<file path="config.mk">
export PLATFORM = sky130hd
export DESIGN_NAME = ssl_supervisor
export DESIGN_NICKNAME = d
export VERILOG_FILES = /design/src/core/ssl_pkg.sv /design/src/core/ssl_supervisor.sv
export SDC_FILE = /design/constraint.sdc
export NUM_CORES = 1
export LEC_CHECK = 0
export ABC_CLOCK_PERIOD_IN_PS = 2500
export BUFFER_PORTS_ARGS = -buffer_cell sky130_fd_sc_hd__clkbuf_2
export CAP_MARGIN = 10
export CORE_MARGIN = 2
export CORE_UTILIZATION = 55
export DETAILED_ROUTE_END_ITERATION = 8
export PLACE_DENSITY = 0.8
export SETUP_SLACK_MARGIN = 0.15
export SYNTH_ARGS = -nofsm -noshare
export SYNTH_HDL_FRONTEND = slang
export SYNTH_SLANG_ARGS = --single-unit
</file>
<file path="constraint.sdc">
create_clock -name mclk -period 2.5 [get_ports mclk]
set_input_delay 0.25 -clock mclk [delete_from_list [all_inputs] [get_ports mclk]]
set_output_delay 0.25 -clock mclk [all_outputs]
set_load 0.01 [all_outputs]
</file>
<file path="src/core/ssl_pkg.sv">
/*
 * Shared definitions of the supply supervisor low-power mode control:
 * register offsets, field positions, reset values, states and timing.
 * Assumes a 25 MHz system clock and a 32-bit APB register bus.
 */
package ssl_pkg;

    // ----------------------------------------------------------------
    // Register map (byte addresses)
    // ----------------------------------------------------------------
    localparam logic [7:0] OFS_HIGH_CTL = 8'h00;
    localparam logic [7:0] OFS_LOW_CTL = 8'h04;
    localparam logic [7:0] OFS_FLAGS = 8'h08;
    localparam logic [7:0] OFS_IRQ_STATUS = 8'h0C;
    localparam logic [7:0] OFS_IRQ_MASK = 8'h10;
    localparam logic [7:0] OFS_MODE_REQ = 8'h14;
    localparam logic [7:0] OFS_STATE = 8'h18;

    // ----------------------------------------------------------------
    // Field positions
    // ----------------------------------------------------------------
    localparam int CTL_W = 6;
    localparam int HI_SUP_EN = 0;
    localparam int HI_SUP_KEEP = 1;
    localparam int HI_SUP_FP = 2;
    localparam int HI_AUTO = 3;
    localparam int HI_MON_EN = 4;
    localparam int HI_MON_FP = 5;
    localparam int LO_SUP_EN = 0;
    localparam int LO_SUP_FP = 1;
    localparam int LO_MON_EN = 2;
    localparam int LO_MON_FP = 3;
    localparam int SIDE_LOW = 0;
    localparam int SIDE_HIGH = 1;
    localparam int EV_LOW_SETTLED = 0;
    localparam int EV_HIGH_SETTLED = 1;
    localparam int EV_AFFECTED = 2;
    localparam int EV_DEEP_REFUSED = 3;
    localparam int EV_W = 4;

    // ----------------------------------------------------------------
    // Reset values
    // ----------------------------------------------------------------
    localparam logic [CTL_W-1:0] HIGH_CTL_RST = 6'h00;
    localparam logic [CTL_W-1:0] LOW_CTL_RST = 6'h00;
    localparam logic [EV_W-1:0] IRQ_MASK_RST = 4'h0;

    // ----------------------------------------------------------------
    // Timing
    // ----------------------------------------------------------------
    localparam int CLK_PERIOD_NS = 40;
    localparam int T_SETTLE_FAST_NS = 2000;
    localparam int T_SETTLE_SLOW_NS = 150000;
    localparam int T_WAKE_FAST_NS = 5000;
    localparam int T_WAKE_SLOW_NS = 150000;
    localparam int SETTLE_FAST_CYC = (T_SETTLE_FAST_NS + CLK_PERIOD_NS - 1) / CLK_PERIOD_NS;
    localparam int SETTLE_SLOW_CYC = (T_SETTLE_SLOW_NS + CLK_PERIOD_NS - 1) / CLK_PERIOD_NS;
    localparam int WAKE_FAST_CYC = (T_WAKE_FAST_NS + CLK_PERIOD_NS - 1) / CLK_PERIOD_NS;
    localparam int WAKE_SLOW_CYC = (T_WAKE_SLOW_NS + CLK_PERIOD_NS - 1) / CLK_PERIOD_NS;
    localparam int CNT_W = 13;

    // ----------------------------------------------------------------
    // Types
    // ----------------------------------------------------------------
    typedef enum logic [1:0] {
        MON_OFF = 2'b00,
        MON_NORMAL = 2'b01,
        MON_FULL = 2'b10
    } ssl_op_type;

    typedef enum logic [1:0] {
        PM_ACTIVE = 2'b00,
        PM_LIGHT = 2'b01,
        PM_DEEP = 2'b10
    } ssl_mode_type;

    typedef struct packed {
        logic psel;
        logic penable;
        logic pwrite;
        logic [7:0] paddr;
        logic [31:0] pwdata;
    } ssl_apb_req_type;

    typedef struct packed {
        logic [31:0] prdata;
        logic pready;
        logic pslverr;
    } ssl_apb_rsp_type;

endpackage : ssl_pkg

</file>
<file path="src/core/ssl_supervisor.sv">
/*
 * Supply supervisor low-power mode control: high-side supervisor and
 * monitor state selection per power mode, affected-configuration
 * checker, settling-delay flags and wake-up timing, behind an APB slave.
 * Assumes one 25 MHz clock, synchronous active-high reset, APB master.
 */
// Implementation choices: the address map and the APB interface to the registers.
`timescale 1ns/1ps
module ssl_supervisor
    import ssl_pkg::*;
#(
    parameter int SETTLE_FAST = SETTLE_FAST_CYC,
    parameter int SETTLE_SLOW = SETTLE_SLOW_CYC,
    parameter int WAKE_FAST = WAKE_FAST_CYC,
    parameter int WAKE_SLOW = WAKE_SLOW_CYC
) (
    input wire logic mclk,
    input wire logic rst,
    input wire ssl_apb_req_type apb_req,
    output ssl_apb_rsp_type apb_rsp,
    output logic irq,
    output ssl_op_type hs_sup_state,
    output ssl_op_type hs_mon_state,
    output logic cfg_affected,
    output ssl_mode_type power_mode
);

    // ----------------------------------------------------------------
    // State
    // ----------------------------------------------------------------
    typedef struct packed {
        logic [CTL_W-1:0] high_ctl;
        logic [CTL_W-1:0] low_ctl;
        logic [1:0][CNT_W-1:0] settle_cnt;
        logic [1:0] dly_flag;
        logic [EV_W-1:0] ists;
        logic [EV_W-1:0] mask;
        ssl_mode_type mode;
        ssl_mode_type wake_target;
        logic waking;
        logic [CNT_W-1:0] wake_cnt;
        ssl_op_type sup;
        ssl_op_type mon;
        logic affected;
        logic irq;
        ssl_apb_rsp_type rsp;
    } ssl_state_type;

    ssl_state_type st_q;
    ssl_state_type st_d;

    function automatic ssl_op_type active_op(input logic en, input logic fp);
        active_op = !en ? MON_OFF : (fp ? MON_FULL : MON_NORMAL);
    endfunction : active_op

    // Deep mode with auto control drops one level: full to normal, normal to off
    function automatic ssl_op_type auto_op(input logic en, input logic fp);
        auto_op = (en && fp) ? MON_NORMAL : MON_OFF;
    endfunction : auto_op

    // ----------------------------------------------------------------
    // Combinational decode
    // ----------------------------------------------------------------
    logic deep;
    logic low_fast;
    logic hi_sup_hit;
    logic hi_mon_hit;
    logic acc_done;
    logic acc_first;
    logic wr_done;
    logic rd_done;
    logic addr_ok;
    ssl_op_type sup_n;
    ssl_op_type mon_n;

    assign deep = (st_q.mode == PM_DEEP);
    assign acc_first = apb_req.psel && apb_req.penable && !st_q.rsp.pready;
    assign acc_done = apb_req.psel && apb_req.penable && st_q.rsp.pready;
    assign wr_done = acc_done && apb_req.pwrite && !st_q.rsp.pslverr;
    assign rd_done = acc_done && !apb_req.pwrite;
    assign addr_ok = (apb_req.paddr == OFS_HIGH_CTL) || (apb_req.paddr == OFS_LOW_CTL)
        || (apb_req.paddr == OFS_FLAGS) || (apb_req.paddr == OFS_IRQ_STATUS)
        || (apb_req.paddr == OFS_IRQ_MASK) || (apb_req.paddr == OFS_MODE_REQ)
        || (apb_req.paddr == OFS_STATE);

    assign low_fast = !st_q.low_ctl[LO_SUP_EN] || st_q.low_ctl[LO_SUP_FP]
        || !st_q.low_ctl[LO_MON_EN] || st_q.low_ctl[LO_MON_FP];
    assign hi_sup_hit = st_q.high_ctl[HI_SUP_EN] && !st_q.high_ctl[HI_SUP_FP]
        && (!st_q.high_ctl[HI_SUP_KEEP] || st_q.high_ctl[HI_AUTO]);
    assign hi_mon_hit = st_q.high_ctl[HI_MON_EN] && !st_q.high_ctl[HI_MON_FP]
        && st_q.high_ctl[HI_AUTO];

    always_comb begin
        sup_n = active_op(st_q.high_ctl[HI_SUP_EN], st_q.high_ctl[HI_SUP_FP]);
        mon_n = active_op(st_q.high_ctl[HI_MON_EN], st_q.high_ctl[HI_MON_FP]);
        if (deep) begin
            if (!st_q.high_ctl[HI_SUP_KEEP]) begin
                sup_n = MON_OFF;
            end else if (st_q.high_ctl[HI_AUTO]) begin
                sup_n = auto_op(st_q.high_ctl[HI_SUP_EN], st_q.high_ctl[HI_SUP_FP]);
            end
            if (st_q.high_ctl[HI_AUTO]) begin
                mon_n = auto_op(st_q.high_ctl[HI_MON_EN], st_q.high_ctl[HI_MON_FP]);
            end
        end
    end

    // ----------------------------------------------------------------
    // Next state
    // ----------------------------------------------------------------
    always_comb begin
        logic [EV_W-1:0] ev;
        logic [EV_W-1:0] clr;
        logic [1:0] wr_side;
        ssl_mode_type req;
        ev = '0;
        clr = '0;
        wr_side = '0;
        req = ssl_mode_type'(apb_req.pwdata[1:0]);
        st_d = st_q;

        // APB answer: ready one cycle into the access phase
        st_d.rsp.pready = acc_first;
        st_d.rsp.pslverr = acc_first && !addr_ok;
        st_d.rsp.prdata = 32'h0000_0000;
        if (acc_first && !apb_req.pwrite) begin
            case (apb_req.paddr)
                OFS_HIGH_CTL: st_d.rsp.prdata[CTL_W-1:0] = st_q.high_ctl;
                OFS_LOW_CTL: st_d.rsp.prdata[CTL_W-1:0] = st_q.low_ctl;
                OFS_FLAGS: st_d.rsp.prdata[1:0] = st_q.dly_flag;
                OFS_IRQ_STATUS: st_d.rsp.prdata[EV_W-1:0] = st_q.ists;
                OFS_IRQ_MASK: st_d.rsp.prdata[EV_W-1:0] = st_q.mask;
                OFS_MODE_REQ: st_d.rsp.prdata[1:0] = st_q.mode;
                OFS_STATE: st_d.rsp.prdata[7:0] = {st_q.waking, st_q.mode,
                    st_q.affected, st_q.mon, st_q.sup};
                default: st_d.rsp.prdata = 32'h0000_0000;
            endcase
        end
        if (rd_done && apb_req.paddr == OFS_IRQ_STATUS) begin
            // Clear only what was reported, so a later event survives
            clr = st_q.rsp.prdata[EV_W-1:0];
        end

        if (wr_done) begin
            case (apb_req.paddr)
                OFS_HIGH_CTL: begin
                    st_d.high_ctl = apb_req.pwdata[CTL_W-1:0];
                    wr_side[SIDE_HIGH] = 1'b1;
                end
                OFS_LOW_CTL: begin
                    st_d.low_ctl = apb_req.pwdata[CTL_W-1:0];
                    wr_side[SIDE_LOW] = 1'b1;
                end
                OFS_IRQ_MASK: st_d.mask = apb_req.pwdata[EV_W-1:0];
                OFS_MODE_REQ: begin
                    if (req == PM_DEEP) begin
                        if (|st_q.dly_flag || st_q.waking) begin
                            ev[EV_DEEP_REFUSED] = 1'b1;
                        end else begin
                            st_d.mode = PM_DEEP;
                        end
                    end else if (req == PM_ACTIVE || req == PM_LIGHT) begin
                        if (deep && !st_q.waking) begin
                            // wake-up time by low supervisor perf bit
                            st_d.waking = 1'b1;
                            st_d.wake_target = req;
                            st_d.wake_cnt = st_q.low_ctl[LO_SUP_FP] ?
                                CNT_W'(WAKE_FAST) : CNT_W'(WAKE_SLOW);
                        end else if (!deep) begin
                            st_d.mode = req;
                        end
                    end
                end
                default: st_d.mode = st_q.mode;
            endcase
        end

        if (st_q.waking) begin
            if (st_q.wake_cnt <= CNT_W'(1)) begin
                st_d.waking = 1'b0;
                st_d.mode = st_q.wake_target;
            end else begin
                st_d.wake_cnt = st_q.wake_cnt - CNT_W'(1);
            end
        end

        for (int s = 0; s < 2; s++) begin
            if (wr_side[s]) begin
                st_d.dly_flag[s] = 1'b1;
                st_d.settle_cnt[s] = ((s == SIDE_LOW) ? st_d.low_ctl[LO_SUP_FP]
                    : st_d.high_ctl[HI_SUP_FP]) ? CNT_W'(SETTLE_FAST) : CNT_W'(SETTLE_SLOW);
            end else if (st_q.dly_flag[s]) begin
                if (st_q.settle_cnt[s] <= CNT_W'(1)) begin
                    st_d.dly_flag[s] = 1'b0;
                    st_d.settle_cnt[s] = '0;
                    ev[s] = 1'b1;
                end else begin
                    st_d.settle_cnt[s] = st_q.settle_cnt[s] - CNT_W'(1);
                end
            end
        end

        st_d.sup = sup_n;
        st_d.mon = mon_n;
        st_d.affected = low_fast && (hi_sup_hit || hi_mon_hit);
        ev[EV_AFFECTED] = st_d.affected && !st_q.affected;

        // Set wins over read-clear
        st_d.ists = (st_q.ists & ~clr) | ev;
        st_d.irq = |(st_d.ists & st_d.mask);
    end

    always_ff @(posedge mclk) begin
        if (rst) begin
            st_q <= '0;
            st_q.high_ctl <= HIGH_CTL_RST;
            st_q.low_ctl <= LOW_CTL_RST;
            st_q.mask <= IRQ_MASK_RST;
            st_q.mode <= PM_ACTIVE;
            st_q.wake_target <= PM_ACTIVE;
            st_q.sup <= MON_OFF;
            st_q.mon <= MON_OFF;
        end else begin
            st_q <= st_d;
        end
    end

    assign apb_rsp = st_q.rsp;
    assign irq = st_q.irq;
    assign hs_sup_state = st_q.sup;
    assign hs_mon_state = st_q.mon;
    assign cfg_affected = st_q.affected;
    assign power_mode = st_q.mode;
endmodule : ssl_supervisor

</file>
==> impl_results.html <==
<table>
<tr><th>Metric</th><th>Value</th></tr>
<tr><th colspan="2">STA</th></tr>
<tr><td>Final max-slew violation count</td><td>0</td></tr>
<tr><td>Worst slew margin</td><td>49.6%</td></tr>
<tr><td>Maximum clock rate</td><td>450 MHz</td></tr>
<tr><td>TNS Setup</td><td>0 ps</td></tr>
<tr><td>Count of endpoints failing setup in the final report</td><td>0</td></tr>
<tr><td>Minimum setup slack in the final design</td><td>279 ps</td></tr>
<tr><td>Unrepaired setup endpoints after global routing</td><td>false</td></tr>
<tr><td>Pin slew with the least headroom to its limit</td><td>746 ps</td></tr>
<tr><td>Final period demand of the worst path</td><td>2220 ps</td></tr>
<tr><td>Final cycle utilization of the critical path</td><td>88.9%</td></tr>
<tr><td>Worst clock skew</td><td>18.3 ps</td></tr>
<tr><td>Final hold viol count</td><td>0</td></tr>
<tr><th colspan="2">Route</th></tr>
<tr><td>Routed wirelength normalized by instance count</td><td>16.7 µm</td></tr>
<tr><td>Final routed wirelength across all metal layers</td><td>11.2 mm</td></tr>
<tr><td>Total number of vias</td><td>4,196</td></tr>
<tr><td>Final antenna-violating net count</td><td>0</td></tr>
<tr><td>Number of design-rule violations left by the first detailed-router iteration</td><td>381</td></tr>
<tr><td>Number of remaining DRC errors</td><td>0</td></tr>
<tr><td>First-pass detailed-route iteration total</td><td>6</td></tr>
<tr><td>Via-to-Cell Ratio</td><td>6.25</td></tr>
<tr><th colspan="2">Place</th></tr>
<tr><td>Detailed placement HPWL</td><td>8.06 mm</td></tr>
<tr><td>Placed Cells</td><td>656</td></tr>
<tr><td>Worst slack at placement</td><td>183 ps</td></tr>
<tr><td>Placer's final routability congestion estimate</td><td>0.943</td></tr>
<tr><td>Count of input and output buffers</td><td>36</td></tr>
<tr><th colspan="2">Pwr</th></tr>
<tr><td>Largest vdd supply drop</td><td>0.000228 V</td></tr>
<tr><td>Clock power frac</td><td>40.3%</td></tr>
<tr><td>Total net switching power</td><td>0.573 mW</td></tr>
<tr><td>Power density over the cells</td><td>492 nW/µm²</td></tr>
<tr><td>Part of the power in registers</td><td>55.3%</td></tr>
<tr><td>Internal power summed over all cells</td><td>1.79 mW</td></tr>
<tr><td>P_leak</td><td>1.81 nW</td></tr>
<tr><td>Switching power as a share of total power</td><td>24.2%</td></tr>
<tr><td>Relative contribution of combinational cells to total power</td><td>4.4%</td></tr>
<tr><th colspan="2">Synth</th></tr>
<tr><td>Cell type with the largest total area after synthesis</td><td>sky130_fd_sc_hd__dfxtp_1</td></tr>
<tr><td>Synthesized area per cell</td><td>8.32 µm²</td></tr>
<tr><td>Synth Cell Area</td><td>4520 µm²</td></tr>
<tr><td>Area contributors post-synth</td><td>sky130_fd_sc_hd__dfxtp_1 (36%), sky130_fd_sc_hd__buf_4 (6.8%), sky130_fd_sc_hd__a21oi_1 (5.9%)</td></tr>
<tr><td>Portion of synthesized cell area occupied by the leading cell type</td><td>36.4%</td></tr>
<tr><td>Most common cell in the netlist</td><td>sky130_fd_sc_hd__dfxtp_1</td></tr>
<tr><td>Share of synthesized area occupied by flip-flops and latches</td><td>36.4%</td></tr>
<tr><td>Mapped Cells</td><td>543</td></tr>
<tr><td>Number of enable flip-flop cells after synthesis</td><td>0</td></tr>
<tr><td>Number of library cell types mapped by synthesis</td><td>71</td></tr>
<tr><td>Number of synthesis warnings</td><td>0</td></tr>
<tr><td>Predominant post-synthesis flop cell</td><td>sky130_fd_sc_hd__dfxtp_1</td></tr>
<tr><td>Number of synthesized register bits</td><td>82</td></tr>
<tr><td>Leading cell types by count after synthesis</td><td>sky130_fd_sc_hd__dfxtp_1 (82), sky130_fd_sc_hd__a21oi_1 (53), sky130_fd_sc_hd__nand2_1 (51), sky130_fd_sc_hd__buf_4 (41), sky130_fd_sc_hd__nor2_1 (36)</td></tr>
<tr><td>Share of synthesized registers carrying an async set or reset</td><td>0%</td></tr>
<tr><th colspan="2">Critical path</th></tr>
<tr><td>Worst EP arrival</td><td>2500 ps</td></tr>
<tr><td>List of cells traversed by the critical path</td><td>or4_4 -&gt; nor4_4 -&gt; nand3_1 -&gt; or4_1 -&gt; a21oi_1</td></tr>
<tr><td>Longest individual stage delay on the worst path</td><td>610 ps</td></tr>
<tr><td>Endpoint class of the critical path</td><td>flop</td></tr>
<tr><td>Library cell contributing the largest single delay on the critical path</td><td>sky130_fd_sc_hd__or4_4</td></tr>
<tr><td>Peak fanout along the critical path</td><td>8</td></tr>
<tr><td>Worst EP required</td><td>2780 ps</td></tr>
<tr><td>Critical Path Source Type</td><td>flop</td></tr>
<tr><td>Crit Path Class</td><td>reg2reg</td></tr>
<tr><th colspan="2">GRT</th></tr>
<tr><td>Total Routing Usage GR</td><td>24.6%</td></tr>
<tr><td>Total global routing overflow</td><td>0</td></tr>
<tr><td>Number of global-route vias before repair</td><td>3,713</td></tr>
<tr><td>Antenna violations before repair</td><td>0</td></tr>
<tr><td>First-pass GRT wire length</td><td>17.4 mm</td></tr>
<tr><td>Pin count of the biggest net entering global routing</td><td>30</td></tr>
<tr><th colspan="2">Finish</th></tr>
<tr><td>Non-Filler Instances</td><td>671</td></tr>
<tr><td>Fraction of final layout cells with drive strength greater than 1</td><td>15.2%</td></tr>
<tr><td>Layout Area Growth over Synthesis</td><td>6.32%</td></tr>
<tr><td>Count of antenna diodes in the layout</td><td>0</td></tr>
<tr><td>Net total in the final layout</td><td>613</td></tr>
<tr><td>FF+latch area</td><td>1640 µm²</td></tr>
<tr><td>Multi-input gate area</td><td>2480 µm²</td></tr>
<tr><td>Filler Cells Inserted</td><td>711</td></tr>
<tr><th colspan="2">CTS</th></tr>
<tr><td>Number of buffers inserted by hold repair at cts</td><td>0</td></tr>
<tr><td>Post-CTS clock slew at the launch and capture registers of the worst setup and hold paths</td><td>80 ps</td></tr>
<tr><td>Maximum root-to-sink buffer count</td><td>2</td></tr>
<tr><td>Post-CTS resize count</td><td>0</td></tr>
<tr><td>Number of setup buffers added after CTS</td><td>0</td></tr>
<tr><td>Number of H-tree levels</td><td>3</td></tr>
<tr><td>Clock tree from TritonCTS</td><td>built</td></tr>
<tr><td>Clk root buf</td><td>sky130_fd_sc_hd__clkbuf_8</td></tr>
<tr><td>Latest clock arrival within the worst-skew pair</td><td>360 ps</td></tr>
<tr><td>Number of sinks driven by the clock tree</td><td>82</td></tr>
<tr><td>CTS Buf Count</td><td>9</td></tr>
<tr><th colspan="2">Die</th></tr>
<tr><td>Number of placed I/O pins</td><td>87</td></tr>
<tr><td>Die height</td><td>94.6 µm</td></tr>
<tr><td>Die W</td><td>94.6 µm</td></tr>
<tr><td>Total die area</td><td>8950 µm²</td></tr>
<tr><td>Floorplan row count</td><td>33</td></tr>
<tr><td>Initial cell density of the core</td><td>55.8%</td></tr>
<tr><td>Area of the core region</td><td>8090 µm²</td></tr>
<tr><th colspan="2">Run status</th></tr>
<tr><td>Run status</td><td>complete, no violations</td></tr>
<tr><th colspan="2">Flow run</th></tr>
<tr><td># Max-Cap Violations</td><td>0</td></tr>
<tr><th colspan="2">Worst hold path</th></tr>
<tr><td>Class of the tightest hold or removal check</td><td>in2reg</td></tr>
</table>
registers in the layout, indices dropped and copies added, names as in the netlist:
signal / flops
hs_mon_state: 2
apb_rsp: 10
cfg_affected: 1
irq: 1
hs_sup_state: 2
st_q: 64
power_mode: 2
power groups by stage:
stage / Combinational, mW / Clock, mW / Sequential, mW
after floorplan: 0.0902 / 0 / 1.34
after global placement: 0.0974 / 0 / 1.34
after detailed placement: 0.100 / 0 / 1.34
after CTS: 0.100 / 0.963 / 1.31
after global routing: 0.112 / 1.02 / 1.31
final: 0.103 / 0.953 / 1.31
stage by stage:
stage	utilization [%]	area, µm²	power, mW	hold WS, ps
finish	59.3	4800	2.36	138
global route	59.3	4800	2.44	153
global placement	57.0	4610	1.44	442
floorplan	-	4600	1.43	386
detailed placement	57.0	4610	1.44	446
CTS	59.3	4800	2.37	123
per-layer routing:
layer	wire (µm)	vias up	part of all wire, %	GRT usage [%]
met2	5020	249	45	38.1
met1	4910	1930	44	32.0
li1	-	1989	-	-
met4	318	0	2.8	13.4
met3	942	28	8.4	5.03
met5	0	-	0	0
layout make-up:
class | count | area share, %
clock inverters | 6 | 1.41
multi-input cells | 402 | 51.7
clock buffers | 9 | 2.58
repair buffers | 51 | 6.10
flip-flops and latches | 82 | 34.2
inverters | 16 | 1.25
well taps | 105 | 2.74
cell families (layout without fill, tap and decap cells):
kind of cell             after synthesis  count (layout)  synth area share (%)
AO/OA/AOI/OAI                        144             144                  20.8
adder cells (fa/ha/maj)                6               6                  1.66
multiplexers                          11              11                  2.52
buffers and inverters                 82              82                  10.6
AND/OR/NAND/NOR                      211             211                  26.9
flip-flops                            82              82                  36.4
other                                  1              24                0.0830
XOR/XNOR                               6               6                  1.16
worst paths after layout:
path	end	slack (ps)	cells past startpoint	start
worst min register to register	st_q[55]$_SDFFE_PP0P_	460	2	st_q[55]$_SDFFE_PP0P_
worst min-delay path	st_q[99]$_SDFFE_PP0P_	140	3	apb_req[5]
worst max register to register	st_q[80]$_SDFFE_PP0P_	280	5	st_q[72]$_SDFFE_PP0P_
worst max-delay path	st_q[80]$_SDFFE_PP0P_	280	5	st_q[72]$_SDFFE_PP0P_
placed cells by master (no fill, tap or decap), types with 5 or more instances in the layout:
master and count:
sky130_fd_sc_hd__xor2_1 5, sky130_fd_sc_hd__nand2_1 51, sky130_fd_sc_hd__mux2i_1 8, sky130_fd_sc_hd__o21ai_0 19, sky130_fd_sc_hd__nor4_1 7, sky130_fd_sc_hd__nor3_1 16
sky130_fd_sc_hd__nand3_1 19, sky130_fd_sc_hd__nand4_1 11, sky130_fd_sc_hd__and2_1 7, sky130_fd_sc_hd__buf_4 15, sky130_fd_sc_hd__nor2_1 36, sky130_fd_sc_hd__and3_1 6
sky130_fd_sc_hd__nor3b_1 5, sky130_fd_sc_hd__clkbuf_2 36, sky130_fd_sc_hd__conb_1 24, sky130_fd_sc_hd__inv_1 16, sky130_fd_sc_hd__nor2b_1 5, sky130_fd_sc_hd__ha_1 6
sky130_fd_sc_hd__dfxtp_1 82, sky130_fd_sc_hd__clkbuf_8 9, sky130_fd_sc_hd__or3_1 8, sky130_fd_sc_hd__a21oi_1 53, sky130_fd_sc_hd__nand3b_1 5, sky130_fd_sc_hd__a22oi_1 5
sky130_fd_sc_hd__a31oi_1 16, sky130_fd_sc_hd__a221oi_1 6
critical path, delay by kind of cell, from the launching register on:
family	cells	cell delay [ps]
flops	1	390
simple gates	4	1630
compound gates	1	140
Power figures use the tool's default switching activity.
